**src/rtl/svctl_pkg.sv**
```systemverilog
package svctl_pkg;
    // ------------------------------------------------------------
    // widths
    // ------------------------------------------------------------
    localparam int MON_W   = 12;
    localparam int NSEL    = 3;
    // ------------------------------------------------------------
    // thresholds, in percent of the target level
    // ------------------------------------------------------------
    localparam int OVP_PCT      = 110;
    localparam int DSCHG_PCT    = 110;
    localparam int PCT_DIV      = 100;
    // bus valid window, in monitor codes after the external divider
    localparam logic [11:0] VALID_LO  = 12'h0E6;
    localparam logic [11:0] VALID_HI  = 12'h70A;
    // ------------------------------------------------------------
    // synchroniser and filter
    // ------------------------------------------------------------
    localparam int SYNC_STAGES = 3;
    localparam int CLK_MHZ     = 50;
    localparam int FILT_US     = 1;
    localparam int FILT_CYC    = CLK_MHZ * FILT_US;
    localparam logic [1:0] SEL_NONE = 2'h3;

    typedef struct packed {
        logic       sel_ena;
        logic       bpres_ena;
        logic       chg_ena;
    } svctl_prof_t;

    typedef struct packed {
        logic       ufp;
        logic       micro_a;
        logic       contract;
        logic       transition;
    } svctl_stat_t;

    typedef enum logic [1:0] {
        SVCTL_IDLE  = 2'h0,
        SVCTL_DSCHG = 2'h1,
        SVCTL_HOLD  = 2'h3
    } svctl_st_t;
endpackage

```
**src/rtl/svctl_sync.sv**
```systemverilog
`timescale 1ns/100ps
module svctl_sync #(
    parameter int W = 1
) (
    input  wire logic         mclk_i,
    input  wire logic         rstn_i,
    input  wire logic [W-1:0] d_i,
    output logic      [W-1:0] q_o
);
    logic [W-1:0] s1_ff;
    logic [W-1:0] s2_ff;
    logic [W-1:0] s3_ff;
    logic [W-1:0] q_ff;
    wire  [W-1:0] nxt_q = (s2_ff == s3_ff) ? s3_ff : q_ff;

    // ------------------------------------------------------------
    // three stages, change counted when stage 2 and 3 agree
    // ------------------------------------------------------------
    always_ff @(posedge mclk_i or negedge rstn_i) begin
        if (!rstn_i) begin
            s1_ff <= '0;
            s2_ff <= '0;
            s3_ff <= '0;
            q_ff  <= '0;
        end else begin
            s1_ff <= d_i;
            s2_ff <= s1_ff;
            s3_ff <= s2_ff;
            q_ff  <= nxt_q;
        end
    end
    assign q_o = q_ff;
endmodule

```
**src/rtl/svctl_top.sv**
```systemverilog
`timescale 1ns/100ps
module svctl_top
    import svctl_pkg::*;
#(
    parameter int NSUP = 3
) (
    input  wire logic                       mclk_i,
    input  wire logic                       rstn_i,
    input  wire logic [svctl_pkg::MON_W-1:0] bus_voltage_monitor_i,
    input  wire logic [svctl_pkg::MON_W-1:0] level_tab_i [svctl_pkg::NSEL],
    input  wire logic [1:0]                 sel_idx_i,
    input  wire logic                       sel_req_i,
    input  wire logic                       dsc_req_i,
    input  wire svctl_pkg::svctl_prof_t     prof_i,
    input  wire svctl_pkg::svctl_stat_t     stat_i,
    input  wire logic                       micro_a_pin_i,
    output logic [svctl_pkg::NSEL-1:0]      src_volt_sel_n_o,
    output logic [svctl_pkg::NSEL-1:0]      src_volt_sel_oe_o,
    output logic                            overvoltage_protect_o,
    output logic                            fault_n_o,
    output logic                            fault_n_oe_o,
    output logic                            bus_discharge_drive_o,
    output logic                            bus_present_out_o,
    output logic                            receptacle_id_indicator_o,
    output logic                            charger_emulation_enable_o
);
    import svctl_pkg::*;

    // elaboration check: the select field cannot serve more than NSEL
    if (NSUP < 1 || NSUP > NSEL) begin : g_nsup_bad
        $error("NSUP out of range");
    end

    // ------------------------------------------------------------
    // pin input synchronisation
    // ------------------------------------------------------------
    logic micro_a_s;
    svctl_sync #(.W(1)) u_sync (
        .mclk_i (mclk_i),
        .rstn_i (rstn_i),
        .d_i    (micro_a_pin_i),
        .q_o    (micro_a_s)
    );

    // ------------------------------------------------------------
    // threshold arithmetic
    // ------------------------------------------------------------
    function automatic logic [MON_W+7:0] scale(
        input logic [MON_W-1:0] v,
        input int               pct
    );
        scale = (MON_W+8)'(int'(v) * pct / PCT_DIV);
    endfunction

    wire        sel_ok  = sel_req_i && (int'(sel_idx_i) < NSUP);
    wire [MON_W-1:0] sel_lvl = level_tab_i[sel_idx_i < 2'h3 ? sel_idx_i
                                                           : 2'h0];
    // monitor is compared in divided units; table shares the divider
    wire [MON_W+7:0] mon_w  = {8'h00, bus_voltage_monitor_i};
    wire ovp_hit = sel_ok && (mon_w > scale(sel_lvl, OVP_PCT));
    wire dsc_done = (mon_w <= scale(sel_lvl, DSCHG_PCT));
    wire bus_valid = (bus_voltage_monitor_i >= VALID_LO) &&
                     (bus_voltage_monitor_i <= VALID_HI);

    // ------------------------------------------------------------
    // discharge sequencer
    // ------------------------------------------------------------
    svctl_st_t st_ff;
    svctl_st_t nxt_st;
    always_comb begin
        nxt_st = st_ff;
        case (st_ff)
            SVCTL_IDLE: begin
                if (dsc_req_i && !dsc_done) begin
                    nxt_st = SVCTL_DSCHG;
                end
            end
            SVCTL_DSCHG: begin
                // a withdrawn transition must not leave the fet on
                if (!dsc_req_i) begin
                    nxt_st = SVCTL_IDLE;
                end else if (dsc_done) begin
                    nxt_st = SVCTL_HOLD;
                end
            end
            SVCTL_HOLD: begin
                if (!dsc_req_i) begin
                    nxt_st = SVCTL_IDLE;
                end
            end
            default: nxt_st = SVCTL_IDLE;
        endcase
    end

    // ------------------------------------------------------------
    // output decode
    // ------------------------------------------------------------
    // one-hot of the selected index; drives nothing without a request
    wire [NSEL-1:0] nxt_oe = (sel_ok && prof_i.sel_ena) ?
                             NSEL'(1 << sel_idx_i) : '0;
    // presence held while a transition is running
    wire nxt_bpres = prof_i.bpres_ena && stat_i.ufp &&
                     (bus_valid || stat_i.transition);
    wire nxt_chg = prof_i.chg_ena && !stat_i.contract &&
                   bus_valid;
    wire nxt_id = !(micro_a_s || stat_i.micro_a);

    logic [NSEL-1:0] oe_ff;
    logic            ovp_ff;
    logic            dsc_ff;
    logic            bpres_ff;
    logic            id_ff;
    logic            chg_ff;
    always_ff @(posedge mclk_i or negedge rstn_i) begin
        if (!rstn_i) begin
            st_ff    <= SVCTL_IDLE;
            oe_ff    <= '0;
            ovp_ff   <= 1'b0;
            dsc_ff   <= 1'b0;
            bpres_ff <= 1'b0;
            id_ff    <= 1'b1;
            chg_ff   <= 1'b0;
        end else begin
            st_ff    <= nxt_st;
            oe_ff    <= nxt_oe;
            ovp_ff   <= ovp_hit;
            dsc_ff   <= (nxt_st == SVCTL_DSCHG);
            bpres_ff <= nxt_bpres;
            id_ff    <= nxt_id;
            chg_ff   <= nxt_chg;
        end
    end

    assign src_volt_sel_n_o           = '0;
    assign src_volt_sel_oe_o          = oe_ff;
    assign overvoltage_protect_o      = ovp_ff;
    assign fault_n_o                  = 1'b0;
    assign fault_n_oe_o               = ovp_ff;
    assign bus_discharge_drive_o      = dsc_ff;
    assign bus_present_out_o          = bpres_ff;
    assign receptacle_id_indicator_o  = id_ff;
    assign charger_emulation_enable_o = chg_ff;

    // ------------------------------------------------------------
    // checks
    // ------------------------------------------------------------
    property p_onehot;
        @(posedge mclk_i) disable iff (!rstn_i)
        $onehot0(src_volt_sel_oe_o);
    endproperty
    a_onehot: assert property (p_onehot) else $error("two selects");

    property p_sel;
        @(posedge mclk_i) disable iff (!rstn_i)
        (sel_req_i && prof_i.sel_ena && sel_idx_i == 2'h0) |=>
            src_volt_sel_oe_o[0];
    endproperty
    a_sel: assert property (p_sel) else $error("select missing");

    property p_rsv;
        @(posedge mclk_i) disable iff (!rstn_i)
        (int'(sel_idx_i) >= NSUP) |=> src_volt_sel_oe_o == '0;
    endproperty
    a_rsv: assert property (p_rsv) else $error("reserved driven");

    property p_ovp;
        @(posedge mclk_i) disable iff (!rstn_i)
        (sel_req_i && int'(sel_idx_i) < NSUP &&
         int'(bus_voltage_monitor_i) * PCT_DIV > int'(sel_lvl) * OVP_PCT)
            |=> (overvoltage_protect_o && fault_n_oe_o);
    endproperty
    a_ovp: assert property (p_ovp) else $error("ovp not flagged");

    property p_dsc_end;
        @(posedge mclk_i) disable iff (!rstn_i)
        (bus_discharge_drive_o && dsc_done) |=> !bus_discharge_drive_o;
    endproperty
    a_dsc_end: assert property (p_dsc_end) else $error("dsc stuck");

    property p_dsc_go;
        @(posedge mclk_i) disable iff (!rstn_i)
        (st_ff == SVCTL_IDLE && dsc_req_i && !dsc_done) |=>
            bus_discharge_drive_o;
    endproperty
    a_dsc_go: assert property (p_dsc_go) else $error("no dsc");

    property p_bpres;
        @(posedge mclk_i) disable iff (!rstn_i)
        (prof_i.bpres_ena && stat_i.ufp && stat_i.transition) |=>
            bus_present_out_o;
    endproperty
    a_bpres: assert property (p_bpres) else $error("presence lost");

    property p_chg;
        @(posedge mclk_i) disable iff (!rstn_i)
        stat_i.contract |=> !charger_emulation_enable_o;
    endproperty
    a_chg: assert property (p_chg) else $error("emulation on");

    property p_prof;
        @(posedge mclk_i) disable iff (!rstn_i)
        !prof_i.chg_ena |=> !charger_emulation_enable_o;
    endproperty
    a_prof: assert property (p_prof) else $error("profile leak");

    c_sel2: cover property (@(posedge mclk_i) src_volt_sel_oe_o[2]);
    c_dsc:  cover property (@(posedge mclk_i)
                bus_discharge_drive_o ##1 !bus_discharge_drive_o);
    c_ovp:  cover property (@(posedge mclk_i) overvoltage_protect_o);
endmodule

```
**config.mk**
```make
export PLATFORM = sky130hd
export DESIGN_NAME = svctl_top
export DESIGN_NICKNAME = d
export VERILOG_FILES = /design/src/rtl/svctl_pkg.sv /design/src/rtl/svctl_sync.sv /design/src/rtl/svctl_top.sv
export SDC_FILE = /design/constraint.sdc
export NUM_CORES = 1
export LEC_CHECK = 0
export ABC_AREA = 1
export BUFFER_PORTS_ARGS = -buffer_cell sky130_fd_sc_hd__buf_2
export CORE_MARGIN = 8
export CORE_UTILIZATION = 42
export CTS_CLUSTER_SIZE = 10
export DETAILED_ROUTE_END_ITERATION = 6
export PLACE_DENSITY_LB_ADDON = 0.1
export SLEW_MARGIN = 20
export SYNTH_ARGS = -nofsm -noshare
export SYNTH_HDL_FRONTEND = slang
export SYNTH_HIERARCHICAL = 1
export SYNTH_SLANG_ARGS = --single-unit
```
**constraint.sdc**
```tcl
create_clock -name mclk_i -period 1.2 [get_ports mclk_i]
set_input_delay 0.06 -clock mclk_i [delete_from_list [all_inputs] [get_ports mclk_i]]
set_output_delay 0.06 -clock mclk_i [all_outputs]
set_load 0.01 [all_outputs]
```
* Word level (Yosys, flattened, before mapping)
Index checks and enable logic that the tools add are counted.
Word-level totals: register bits after elaboration 14, input port bits 62, output and inout bits 13, word-level logic and storage cells 51
Cells by class: multipliers 1, div/mod/pow operators 1, magnitude comparators 7, equal/unequal tests 4, shift operators 1, muxes and demuxes 10, bitwise operators 1, reduce and logical (&&, ||, !) cells 15
Operators with widths (count):
- divider 32 x 8 -> 32 bit, second input constant | 1
- binary-select mux 12 bit (select 2 bit) | 1
- 2-to-1 mux 12 bit | 2
- > comparator 12 x 20 -> 1 bit | 1
- less-or-equal comparator 12 x 20 -> 1 bit | 1
- multiplier 12 x 6 -> 18 bit, second input constant | 1
- greater-or-equal comparator 12 x 8 -> 1 bit, second input constant | 1
- less-or-equal comparator 12 x 11 -> 1 bit, second input constant | 1
- 2-to-1 mux 2 bit | 5
- logical AND 1 bit | 9
- one-hot mux 2 bit (3 select lines) | 1
- equality test 2 x 1 -> 1 bit, second input constant | 2
- < comparator 2 bit, second input constant | 2
- greater-or-equal comparator 3 bit, second input constant | 1
- zero test 1 bit | 3
- 2-to-1 mux 3 bit | 1
- NOT 2 -> 3 bit | 1
- left shift 1 x 2 -> 3 bit, first input constant | 1
- equality test 2 bit, second input constant | 1
- zero test 2 bit | 1
- logical OR 1 bit | 2
- equality test 1 bit | 1

* Depth between registers and ports, before layout
Gate-level depths: netlist of the first run.
depth in word-level cells 14, depth in mapped cells 95, depth with buffers taken out 95

* Cells and area by module
Netlist of the first run, hierarchy kept.
Modules (own cells, without submodules):
- svctl_top | times used 1, cells an instance 862, area an instance 5202.5 µm²
- svctl_sync | times used 1, cells an instance 8, area an instance 116.4 µm²

* Least setup slack after synthesis of the first run
Ideal clock, no wire load.
path type input-to-reg, from input port sel_idx_i[1], to register st_ff[1], library setup time 0.114 ns, data arrival time 9.639 ns, required time 1.086 ns, path slack -8.553 ns, stages on the path 81, buffers on the path 0, cell sequence inv_1 nor2_1 nor2_1 a221oi_1 fa_1 fa_1 inv_1 fa_1 inv_1 ha_1 nand2_1 inv_1 nand2_1 nand2_1 a21oi_1 nand2_1 nand2_1 nand2_1 [... 45 more ...] nand2_2 nor2_2 nand2_2 nand2_2 nand2_1 nand2_1 inv_1 nand3_1 nand2_1 ha_1 nor2_1 nor2_1 o21ai_0 o21a_1 o211ai_1 or2_2 nand3_1 inv_1
Between the ends: word-level cells in the longest chain between the ends 13
Ends and longest elaborated chain:
- start: declaration | RTL line svctl_top.sv:11 | input wire logic [1:0] sel_idx_i,
- < comparator 2 bit | RTL line svctl_top.sv:56 | wire [MON_W-1:0] sel_lvl = level_tab_i[sel_idx_i < 2'h3 ? sel_idx_i
- 2-to-1 mux 2 bit * | RTL line svctl_top.sv:56
- NOT 2 -> 3 bit * | RTL line svctl_top.sv:56
- binary-select mux 12 bit (select 2 bit) * | RTL line svctl_top.sv:56
- 2-to-1 mux 12 bit * (2 in a row) | RTL line svctl_top.sv:56
- multiplier 12 x 6 -> 18 bit * | RTL line svctl_top.sv:52 | scale = (MON_W+8)'(int'(v) * pct / PCT_DIV);
- divider 32 x 8 -> 32 bit * | RTL line svctl_top.sv:52
- less-or-equal comparator 12 x 20 -> 1 bit * | RTL line svctl_top.sv:61 | wire dsc_done = (mon_w <= scale(sel_lvl, DSCHG_PCT));
- zero test 1 bit | RTL line svctl_top.sv:74 | if (dsc_req_i && !dsc_done) begin
- logical AND 1 bit | RTL line svctl_top.sv:74
- 2-to-1 mux 2 bit | RTL line svctl_top.sv:74
- one-hot mux 2 bit (3 select lines) * | RTL line svctl_top.sv:72 | case (st_ff)
- named net nxt_st[1] | RTL line svctl_top.sv:69 | svctl_st_t nxt_st;
- end signal: assignment | RTL line svctl_top.sv:124 | st_ff <= nxt_st;
- end: declaration | RTL line svctl_top.sv:68 | svctl_st_t st_ff;
Mark *: on every way through the listed nets, which the timed path passes. The rest lies on a longest branch. The select of a mux whose other input is x is not followed. A chain may end at the register's enable or synchronous reset.

* Final worst setup path of the first run
Ends and elaborated chain as after synthesis.

==> summary by stage, run 1 <==
Outcome
The flow ran to the end, but the final reports show violations. The checks that failed: negative setup slack.

Logic synthesis
The yosys synthesis warning count is 6. The most used flip-flop cell after synthesis is sky130_fd_sc_hd__dfrtp_1. Yosys attributes the largest share of cell area to sky130_fd_sc_hd__nand2_1 17%, sky130_fd_sc_hd__ha_1 12%, sky130_fd_sc_hd__inv_1 11%, sky130_fd_sc_hd__fa_1 8.7%, sky130_fd_sc_hd__nand3_1 6.9%. In the synthesized netlist, the number of instances is 870. Each instance of the synthesized netlist takes up on average 6.114 µm².

For this run, asynchronously set or reset flops after synthesis account for 1.000. The share of the Yosys chip area taken by registers is 0.06610. The count of flip-flops with a built-in enable after synthesis is 0. Yosys mapped the design onto between 50 and 60 distinct sky130hd cell types. After synthesis, the most frequently instantiated cells are 239 x sky130_fd_sc_hd__nand2_1, 155 x sky130_fd_sc_hd__inv_1, 73 x sky130_fd_sc_hd__nand3_1. The flip-flop and latch count after synthesis is 14. sky130_fd_sc_hd__nand2_1 takes more of the synthesized area than any other cell. The summed instance area of the synthesized netlist is 5319 µm².

The share of the synthesized area in the top cell type is 0.1687. In the post-synthesis netlist, the cell with the most instances is sky130_fd_sc_hd__nand2_1.

Global routing
The via count of the first global-routing pass came to 6095. In the global route stage, overall resource usage came out at 0.1829. Entering global routing, the biggest net connects 15 pins. The total overflow reported by the global router is 0.

The initial antenna violation count is 0. The first global-routing pass estimated 25960 µm of wire.

Placement
The half-perimeter wire length after placement is 12370 µm. Routability-driven placement finished with a final weighted congestion of 0.8583. In this run, placement finished with an instance count of 1282. Timing analysis after detailed placement gives a worst setup slack of -9.070 ns. The count of buffers inserted at the top-level ports is 70.

Floorplanning
The starting utilization of the core area is 0.4249. The die extent in y is 128.5 µm. The core area is 12520 µm². In this run the core area contains 41 standard-cell rows. The floorplan step defined a die boundary enclosing 16520 µm². The die outline width is ~130 µm. The I/O pin count is 75.

Timing
The number of hold violations in the final report is 0. Setup repair after global routing could not meet its margin everywhere. The final critical-path setup slack is -8.559 ns. The portion of the clock cycle consumed by the worst path in the final layout is 8.133.

The hold slack is roughly 0.0092 ns. On the final layout, the worst clock skew is 0.0004983 ns. The number of setup violations in the final report is 4. The max-slew violation count is 0. Adding up every negative setup slack in the final design gives -33.99 ns. The worst path in the final design needs a cycle of 9.759 ns, including I/O delays and setup.

The highest clock rate is just over 100 MHz.

Critical path
STA classifies the critical path startpoint as an input port. By startpoint and endpoint, the worst setup path is classified as input port to register. The master of the slowest instance on the critical path is sky130_fd_sc_hd__fa_1. The setup slack of the most critical reg-to-reg path is about 0.38 ns. The endpoint type of the worst setup path is a register. The cell repeated most along the worst path is sky130_fd_sc_hd__nand2_4. The largest single stage delay on the critical path is 0.55 ns. In this run the worst path has a maximum fanout of 7. The required time at the endpoint of the critical path is 1.33 ns.

STA puts the critical path data arrival time at 9.89 ns.

Route
The routed length per placed instance is 11.47 µm. The vias after detailed routing is 6262. The first detailed-routing pass took 4 iterations.

The detail-routed via count per cell is 4.677. The remaining antenna violation count after routing is 0. The total DRC errors in the routed layout is 0. The first routing iteration left 200 violations. The total length of routed wires is 15360 µm.

Finish
0 antenna diodes ended up in the layout. Excluding fillers, the count of instances in the completed layout stands at 1339. The area added between synthesis and finish is 67.00%.

Of the cells placed in the final design, the portion with a size suffix greater than 1 is 0.5107. The final net count is 1302.

Clock tree
The maximum number of buffers from clock root to sink is 2. The H-tree depth is 1. The TritonCTS clock tree is done. The number of clock buffers added by TritonCTS is 3. CTS saw 14 sinks. The clock input transition at the sequential cells of the worst setup and hold paths is roughly 0.04 ns. The clock reaches the later pin of the worst-skew pair after 0.24 ns.

The tree is rooted in a sky130_fd_sc_hd__clkbuf_16.

Run
Max-cap violations in this run came to 0.

Hold path
The type of the worst min-delay path is input port to register.
kinds of logic (layout without fill, tap and decap cells):
logic type	after synthesis	in the layout	share of synthesized area
compound gates	82	82	0.09810
fa+ha+maj	72	72	0.2018
other cells	1	4	0.0007050
xor+xnor	22	22	0.03623
buf+inv	191	485	0.1383
flops	14	14	0.06610
simple gates	488	488	0.4587
final cells by class:
class	instances	area, µm²
clock buffers	4	78.83
fillers	1048	3635
inverters	185	728.2
multi-input cells	668	5376
flip-flops and latches	14	351.6
well taps	172	215.2
repair buffers	296	2132
what timing repair did:
item,CTS,global route
setup buffers,34,15
hold endpoints to repair,17,0
pin swaps,80,60
hold buffers,4,0
endpoints found under the setup margin,4,6
resized for setup,92,112
cells in the final DEF (no fill, tap or decap), types with 7 or more instances in the layout:
cell                      instances
sky130_fd_sc_hd__a21oi_1         15
sky130_fd_sc_hd__nor2_2          18
sky130_fd_sc_hd__xor2_1           9
sky130_fd_sc_hd__o21ai_1         12
sky130_fd_sc_hd__o21ai_2         11
sky130_fd_sc_hd__nand4_1         17
sky130_fd_sc_hd__buf_4          210
sky130_fd_sc_hd__inv_1          138
sky130_fd_sc_hd__nand3_2         26
sky130_fd_sc_hd__nand4_4          7
sky130_fd_sc_hd__nor2_1          39
sky130_fd_sc_hd__nand2_2         76
sky130_fd_sc_hd__nand2_1        167
sky130_fd_sc_hd__buf_2           68
sky130_fd_sc_hd__xnor2_1          8
sky130_fd_sc_hd__fa_1            23
sky130_fd_sc_hd__nand2_4         40
sky130_fd_sc_hd__nand3_4         17
sky130_fd_sc_hd__ha_1            39
sky130_fd_sc_hd__dfrtp_1         13
sky130_fd_sc_hd__nand3_1         46
sky130_fd_sc_hd__nor2_4          16
sky130_fd_sc_hd__ha_4             9
sky130_fd_sc_hd__buf_6           12
sky130_fd_sc_hd__inv_2           37
state kept, by name, indices dropped and copies added (netlist names):
signal                      count
st_ff                           2
u_sync/s3_ff                    1
bus_discharge_drive_o           1
u_sync/s1_ff                    1
bus_present_out_o               1
charger_emulation_enable_o      1
fault_n_oe_o                    1
u_sync/q_o                      1
receptacle_id_indicator_o       1
u_sync/s2_ff                    1
src_volt_sel_oe_o               3
layer usage:
layer | up-vias | global-route usage | wire length (µm)
li1 | 3342 | - | -
met3 | 14 | 0.01200 | 371
met5 | - | 0 | 0
met4 | 0 | 0.02626 | 208
met1 | 2850 | 0.2152 | 6515
met2 | 56 | 0.3587 | 8265
stage by stage:
step,util,area [µm²]
finish,0.7096,8882
global route,0.7096,8882
CTS,0.6622,8289
detailed placement,0.6008,7520
global placement,0.6008,7520
floorplan,-,5694
worst max-delay path: cells and delay by family:
kind | cells | cell delay [ns]
buffers and inverters | 14 | 0.97
and+or+nand+nor | 57 | 5.30
adders and majority gates | 5 | 1.98
AOI/OAI and AO/OA | 7 | 1.36
xor gates and xnor gates | 1 | 0.16
final timing paths:
kind / from / to / cells past startpoint
worst max-delay path: sel_idx_i[1] / st_ff[1] / 84
worst min-delay path: sel_idx_i[1] / src_volt_sel_oe_o[0] / 2
worst max register to register: st_ff[1] / st_ff[1] / 3
worst min register to register: u_sync/s1_ff / u_sync/s2_ff / 0
max in group asynchronous: rstn_i / receptacle_id_indicator_o / 2
min in group asynchronous: rstn_i / fault_n_oe_o / 2
Power of run 1 is left out: the tool's default activity adds up to more than one toggle a clock period on the data nets, which glitch-free logic cannot reach.
==> run 2, diff against run 1 <==
--- a/config.mk
+++ b/config.mk
@@ -8,7 +8,7 @@
 export ABC_AREA = 1
 export BUFFER_PORTS_ARGS = -buffer_cell sky130_fd_sc_hd__buf_2
 export CORE_MARGIN = 8
-export CORE_UTILIZATION = 42
+export CORE_UTILIZATION = 45
 export CTS_CLUSTER_SIZE = 10
 export DETAILED_ROUTE_END_ITERATION = 6
 export PLACE_DENSITY_LB_ADDON = 0.1
==> summary by stage, run 2 (same netlist as run 1, synthesis figures left out) <==
Finish
The final net count is 1283 (was 1302). The most frequent standard cell in the layout excluding fill and tap cells is sky130_fd_sc_hd__buf_4 (unchanged). The fraction of layout cells with a size suffix above 1 is 0.5139 (was 0.5107). The antenna cell count is 0 (unchanged). The area added between synthesis and finish came to 63.89% (was 67.00%). The share of the core filled with cells in the final layout came to 0.7602 (was 0.7096). The flip-flop count of the largest register, all copies and words added is 3 (unchanged). The summed area of non-filler cells in the final layout was 8717 µm² (was 8882 µm²). Commonest cells after routing, fill and taps aside: 196 x sky130_fd_sc_hd__buf_4, 164 x sky130_fd_sc_hd__nand2_1, 138 x sky130_fd_sc_hd__inv_1, 77 x sky130_fd_sc_hd__nand2_2, 68 x sky130_fd_sc_hd__buf_2 (was 210 x sky130_fd_sc_hd__buf_4, 167 x sky130_fd_sc_hd__nand2_1, 138 x sky130_fd_sc_hd__inv_1, 76 x sky130_fd_sc_hd__nand2_2, 68 x sky130_fd_sc_hd__buf_2).

The number of filler cells placed in the layout came to 888 (was 1048).

Outcome
Run status: finished with violations (unchanged). Violations in the final reports: negative setup slack (unchanged).

Placement
The placement-stage cell area is 7411 µm² (was 7520 µm²). The count of buffers inserted at the top-level ports was 70 (unchanged). The weighted congestion reported at the end of routability-driven placement is 0.8763 (was 0.8583).

The half-perimeter wire length after placement came to 12390 µm (was 12370 µm).

Route
The detailed-router iteration count before antenna repair came to 4 (unchanged). The remaining antenna violation count after routing is 0 (unchanged). The total DRC errors in the routed layout is 0 (unchanged).

The routed length per placed instance is 12.35 µm (was 11.47 µm). The iteration-0 DRC count of the detailed router is 243 (was 200). The total length of routed wires was 15950 µm (was 15360 µm). The detail-routed via count per cell was 4.885 (was 4.677). The vias after detailed routing is 6306 (was 6262).

Critical path
The stage delay of the slowest cell on the critical path was 0.53 ns (was 0.55 ns). The cell repeated most along the worst path is sky130_fd_sc_hd__nand2_2 (was sky130_fd_sc_hd__nand2_4). The endpoint of the lowest-slack register-to-register path is st_ff[1] (unchanged). The endpoint type of the worst setup path is a register (unchanged). The required time at the endpoint of the critical path came to 1.33 ns (about the same). The count of cells along the worst register-to-register path is 3 (unchanged). The startpoint of the worst setup timing path is sel_idx_i[0] (was sel_idx_i[1]). The master of the slowest instance on the critical path is sky130_fd_sc_hd__fa_1 (unchanged). The data arrival at the endpoint of the critical path is 9.93 ns (was 9.89 ns). The start of the worst register-to-register path is st_ff[1] (unchanged).

The highest net fanout along the worst path is 7 (unchanged). The setup slack of the most critical reg-to-reg path was 0.39 ns (was 0.38 ns). The type of the setup path with the least slack is input port to register (unchanged).

The category of the worst setup path launch point was an input port (unchanged).

Timing
For the pin with the worst max-slew slack, the measured transition is 0.5247 ns. The number of setup violations in the final report is 4 (unchanged). The final critical-path setup slack is -8.596 ns (was -8.559 ns). The highest clock rate was 102.1 MHz (was 102.5 MHz).

The hold slack was 0.02670 ns (was 0.009199 ns). The number of hold violations in the final report came to 0 (unchanged). The minimum clock period was 9.796 ns (was 9.759 ns). The max-slew violation count was 0 (unchanged).

The worst clock skew is 0.0004874 ns (was 0.0004983 ns). The headroom to the max-slew limit is 0.6477. The aggregate negative setup slack was -34.17 ns (was -33.99 ns). The portion of the clock cycle consumed by the worst path in the final layout was 8.164 (was 8.133).

Unrepaired setup endpoints after global routing: yes (unchanged).

Clock tree
The CTS root buffer is sky130_fd_sc_hd__clkbuf_16 (unchanged). The TritonCTS clock tree is done (unchanged). The maximum number of buffers from clock root to sink is 2 (unchanged). The clock network latency to the later pin of the worst-skew pair is 0.24 ns (about the same). The number of sinks on the clock net is 14 (unchanged). The clock input transition at the sequential cells of the worst setup and hold paths is 0.04 ns (about the same). The TritonCTS buffer count came to 3 (unchanged). The H-tree depth is 1 (unchanged).

Global routing
The via count of the first global-routing pass is 6139 (was 6095). The largest net degree at the start of global routing came to 15 (unchanged). The initial antenna violation count is 0 (unchanged). The wire length of the first global-routing pass is 25950 µm (was 25960 µm). The total track usage is 0.1868 (was 0.1829). The total overflow reported by the global router came to 0 (unchanged).

Hold path
The number of cells on the worst hold path is 2 (unchanged). The type of the worst min-delay path is input port to register (unchanged). The worst hold endpoint is src_volt_sel_oe_o[0] (unchanged). The critical hold path startpoint is sel_idx_i[0] (was sel_idx_i[1]).

Floorplanning
The die outline width is 124.7 µm (was 128.5 µm). The starting utilization of the core area came to 0.4638 (was 0.4249). The core area is 11470 µm² (was 12520 µm²). The die extent in y was 124.7 µm (was 128.5 µm). The die outline area was 15560 µm² (was 16520 µm²).

The I/O pin count came to 75 (unchanged). The number of standard-cell rows in the floorplan is 39 (was 41).

Run
The max-cap check violation count is 0 (unchanged).
## run 2: timing repair
| action | CTS | global route |
|---|---|---|
| hold buffers | 4 | 0 |
| buffers inserted | 25 | 12 |
| setup endpoints to repair | 6 | 4 |
| endpoints found under the hold margin | 17 | 0 |
| resized for setup | 91 | 122 |
| pin swaps | 91 | 67 |
| cloned | 1 | 0 |
## run 2: worst max-delay path by stage
| stage | to | slack [ns] | cells past startpoint |
|---|---|---|---|
| floorplan | st_ff[1] | -7.89 | 85 |
| global placement | st_ff[0] | -8.85 | 81 |
| detailed placement | st_ff[1] | -8.97 | 80 |
| CTS | st_ff[1] | -8.38 | 91 |
| global route | st_ff[1] | -9.27 | 83 |
| finish | st_ff[1] | -8.60 | 82 |
## run 2: critical path, delay by kind of cell
| family | cells | cell delay [ns] |
|---|---|---|
| adder cells (fa/ha/maj) | 5 | 1.93 |
| buffers and inverters | 16 | 1.07 |
| AND/OR/NAND/NOR | 51 | 5.34 |
| AO/OA/AOI/OAI | 10 | 1.50 |
## run 2: cell type report
cell class                      count  area [µm²]  share of cell area
Multi-Input combinational cell    668        5419              0.6216
Timing Repair Buffer              276        1951              0.2238
Inverter                          185       723.2             0.08296
Sequential cell                    14       351.6             0.04033
Tap cell                          143       178.9             0.02053
Clock buffer                        4       88.84             0.01019
Timing Repair inverter              1       5.005           0.0005741
## run 2: stage by stage
step | setup slack (ns) | cells
final | -8.596 | 1291
after global routing | -9.270 | 1291
after CTS | -8.380 | 1279
after detailed placement | -8.969 | 1245
after global placement | -8.846 | 1245
after floorplan | -7.893 | 873
## run 2: layer usage
metal	wire, µm	global-route usage	up-vias
met1	6754	0.2258	2904
met5	0	0	-
met4	172	0.01417	0
met2	8681	0.3627	80
met3	336	0.01149	19
li1	-	-	3303
Power of run 2 is left out for the same reason.
==> run 3, diff against run 2 <==
--- a/config.mk
+++ b/config.mk
@@ -7,10 +7,11 @@
 export LEC_CHECK = 0
 export ABC_AREA = 1
 export BUFFER_PORTS_ARGS = -buffer_cell sky130_fd_sc_hd__buf_2
-export CORE_MARGIN = 8
+export CORE_MARGIN = 2
 export CORE_UTILIZATION = 45
 export CTS_CLUSTER_SIZE = 10
 export DETAILED_ROUTE_END_ITERATION = 6
+export MAX_ROUTING_LAYER = met4
 export PLACE_DENSITY_LB_ADDON = 0.1
 export SLEW_MARGIN = 20
 export SYNTH_ARGS = -nofsm -noshare
==> summary by stage, run 3 (same netlist as run 1, synthesis figures left out) <==
Critical path
The type of the setup path with the least slack is input port to register (unchanged). The data arrival at the endpoint of the critical path came to 10.00 ns (was 9.93 ns). The start of the worst register-to-register path was st_ff[1] (unchanged). The buffering stage count on the worst path with inverters included came to 14 (was 16). The stage delay of the slowest cell on the critical path was 0.56 ns (was 0.53 ns). The highest net fanout along the worst path was 6 (was 7). The startpoint of the worst setup timing path is sel_idx_i[0] (unchanged).

The category of the worst setup path launch point was an input port (unchanged). The required time at the endpoint of the critical path is 1.37 ns (was 1.33 ns). The family with the most delay on the worst path is simple AND/OR/NAND/NOR gates (unchanged). The cell repeated most along the worst path is sky130_fd_sc_hd__nand2_4 (was sky130_fd_sc_hd__nand2_2). The master of the slowest instance on the critical path is sky130_fd_sc_hd__fa_1 (unchanged). The endpoint type of the worst setup path was a register (unchanged).

Timing
The minimum clock period is 9.835 ns (was 9.796 ns). The number of setup violations in the final report was 4 (unchanged). The max-slew violation count is 0 (unchanged).

The portion of the clock cycle consumed by the worst path in the final layout is 8.196 (was 8.164). The aggregate negative setup slack is -34.37 ns (was -34.17 ns). The highest clock rate is 101.7 MHz (was 102.1 MHz). The final critical-path setup slack was -8.635 ns (was -8.596 ns).

Unrepaired setup endpoints after global routing: yes (unchanged). The worst clock skew is 0.0001431 ns (was 0.0004874 ns). The number of hold violations in the final report is 0 (unchanged).

Global routing
The wire length of the first global-routing pass was 26840 µm (was 25950 µm). The largest net degree at the start of global routing came to 15 (unchanged). The total overflow reported by the global router is 0 (unchanged). The via count of the first global-routing pass was 6318 (was 6139). The total track usage is 0.2505 (was 0.1868). The initial antenna violation count is 0 (unchanged).

Floorplanning
The die extent in y is 112.7 µm (was 124.7 µm). The starting utilization of the core area is 0.4638 (unchanged). The I/O pin count came to 75 (unchanged). The die outline area is 12710 µm² (was 15560 µm²).

The core area came to 11470 µm² (unchanged). The die outline width is 112.7 µm (was 124.7 µm). The number of standard-cell rows in the floorplan came to 39 (unchanged).

Placement
The half-perimeter wire length after placement came to 12110 µm (was 12390 µm). The weighted congestion reported at the end of routability-driven placement is 0.9013 (was 0.8763). The count of buffers inserted at the top-level ports is 70 (unchanged).

Route
The detail-routed via count per cell is 4.975 (was 4.885). The detailed-router iteration count before antenna repair is 4 (unchanged). The total DRC errors in the routed layout was 0 (unchanged). The routed length per placed instance was 12.67 µm (was 12.35 µm). The remaining antenna violation count after routing came to 0 (unchanged). The iteration-0 DRC count of the detailed router is 294 (was 243). The vias after detailed routing was 6498 (was 6306). The total length of routed wires is 16550 µm (was 15950 µm).

Hold path
The type of the worst min-delay path is input port to register (unchanged). The critical hold path startpoint is sel_idx_i[1] (was sel_idx_i[0]).

Clock tree
The TritonCTS buffer count was 3 (unchanged). The number of sinks on the clock net is 14 (unchanged). The clock input transition at the sequential cells of the worst setup and hold paths is 0.05 ns (was 0.04 ns). The maximum number of buffers from clock root to sink is 2 (unchanged). The CTS root buffer was sky130_fd_sc_hd__clkbuf_16 (unchanged). The H-tree depth is 1 (unchanged). The TritonCTS clock tree is done (unchanged). The clock network latency to the later pin of the worst-skew pair was 0.24 ns (about the same).

Finish
The fraction of layout cells with a size suffix above 1 is 0.5322 (was 0.5139). The final net count is 1298 (was 1283). Commonest cells after routing, fill and taps aside: 205 x sky130_fd_sc_hd__buf_4, 156 x sky130_fd_sc_hd__nand2_1, 138 x sky130_fd_sc_hd__inv_1, 79 x sky130_fd_sc_hd__nand2_2, 68 x sky130_fd_sc_hd__buf_2 (was 196 x sky130_fd_sc_hd__buf_4, 164 x sky130_fd_sc_hd__nand2_1, 138 x sky130_fd_sc_hd__inv_1, 77 x sky130_fd_sc_hd__nand2_2, 68 x sky130_fd_sc_hd__buf_2). The most frequent standard cell in the layout excluding fill and tap cells is sky130_fd_sc_hd__buf_4 (unchanged).

The area added between synthesis and finish came to 70.62% (was 63.89%). The share of the core filled with cells in the final layout was 0.7914 (was 0.7602). The flip-flop count of the largest register, all copies and words added is 3 (unchanged). The antenna cell count is 0 (unchanged). The number of filler cells placed in the layout came to 799 (was 888).

Outcome
Violations in the final reports: negative setup slack (unchanged). Run status: finished with violations (unchanged).

Run
The max-cap check violation count is 0 (unchanged).
-- run 3: changes by cell type in the layout (fill, tap and decap cells not counted), moves of 3 or more --
| cell | delta |
|---|---|
| sky130_fd_sc_hd__nand2_1 | -8 |
| sky130_fd_sc_hd__buf_6 | +7 |
| sky130_fd_sc_hd__nand3_4 | +7 |
| sky130_fd_sc_hd__o21ai_2 | -4 |
| sky130_fd_sc_hd__nor2_4 | +3 |
| sky130_fd_sc_hd__nand3_2 | -3 |
| sky130_fd_sc_hd__nand3_1 | -4 |
| sky130_fd_sc_hd__nand2_4 | +3 |
| sky130_fd_sc_hd__buf_4 | +9 |
| sky130_fd_sc_hd__nand2_8 | +3 |
-- run 3: per-layer routing --
metal  global-route usage  up-vias  routed length, µm
met1               0.3001     3013               6751
li1                     -     3346                  -
met3              0.01553       30                416
met2               0.4727      109               9057
met5                    -        -                  0
met4              0.03333        0                325
-- run 3: worst reg2reg max path: stages, from the launching register on --
cell and delay, ns:
sky130_fd_sc_hd__dfrtp_1 0.36, sky130_fd_sc_hd__or2_4 0.25, sky130_fd_sc_hd__o21ai_2 0.14
-- run 3: area by class of cell --
type                            instances  area [µm²]  share of cell area
Tap cell                              143       178.9             0.01972
Inverter                              185       725.7             0.07997
Multi-Input combinational cell        668        5643              0.6218
Clock buffer                            4       78.83            0.008686
Timing Repair Buffer                  292        2097              0.2311
Sequential cell                        14       351.6             0.03874
-- run 3: worst paths after layout --
kind / end / slack [ns] / cells past startpoint
max reg2reg: st_ff[0] / 0.38 / 2
max in group asynchronous: receptacle_id_indicator_o / 0.67 / 2
min in group asynchronous: bus_discharge_drive_o / 0.25 / 2
min: src_volt_sel_oe_o[0] / 0.02 / 2
min reg2reg: u_sync/s2_ff / 0.35 / 0
max: st_ff[0] / -8.63 / 88
-- run 3: stage by stage --
stage          hold WS [ns]  area [µm²]  worst slack, ns  cells
6_report            0.01982        9075           -8.635   1306
2_1_floorplan       -0.2356        5694           -7.893    873
5_1_grt             0.01755        9075           -9.318   1306
3_3_place_gp       -0.04108        7411           -8.884   1245
4_1_cts             0.01701        8378           -8.288   1289
3_5_place_dp       -0.04268        7411           -8.988   1245
-- run 3: repair_timing --
action                                 CTS  global route
hold buffers                             4             0
endpoints found under the hold margin   17             0
setup buffers                           36            17
pin swaps                               68            72
setup endpoints to repair                6             6
resized for setup                      136           122
Power of run 3 is left out for the same reason.
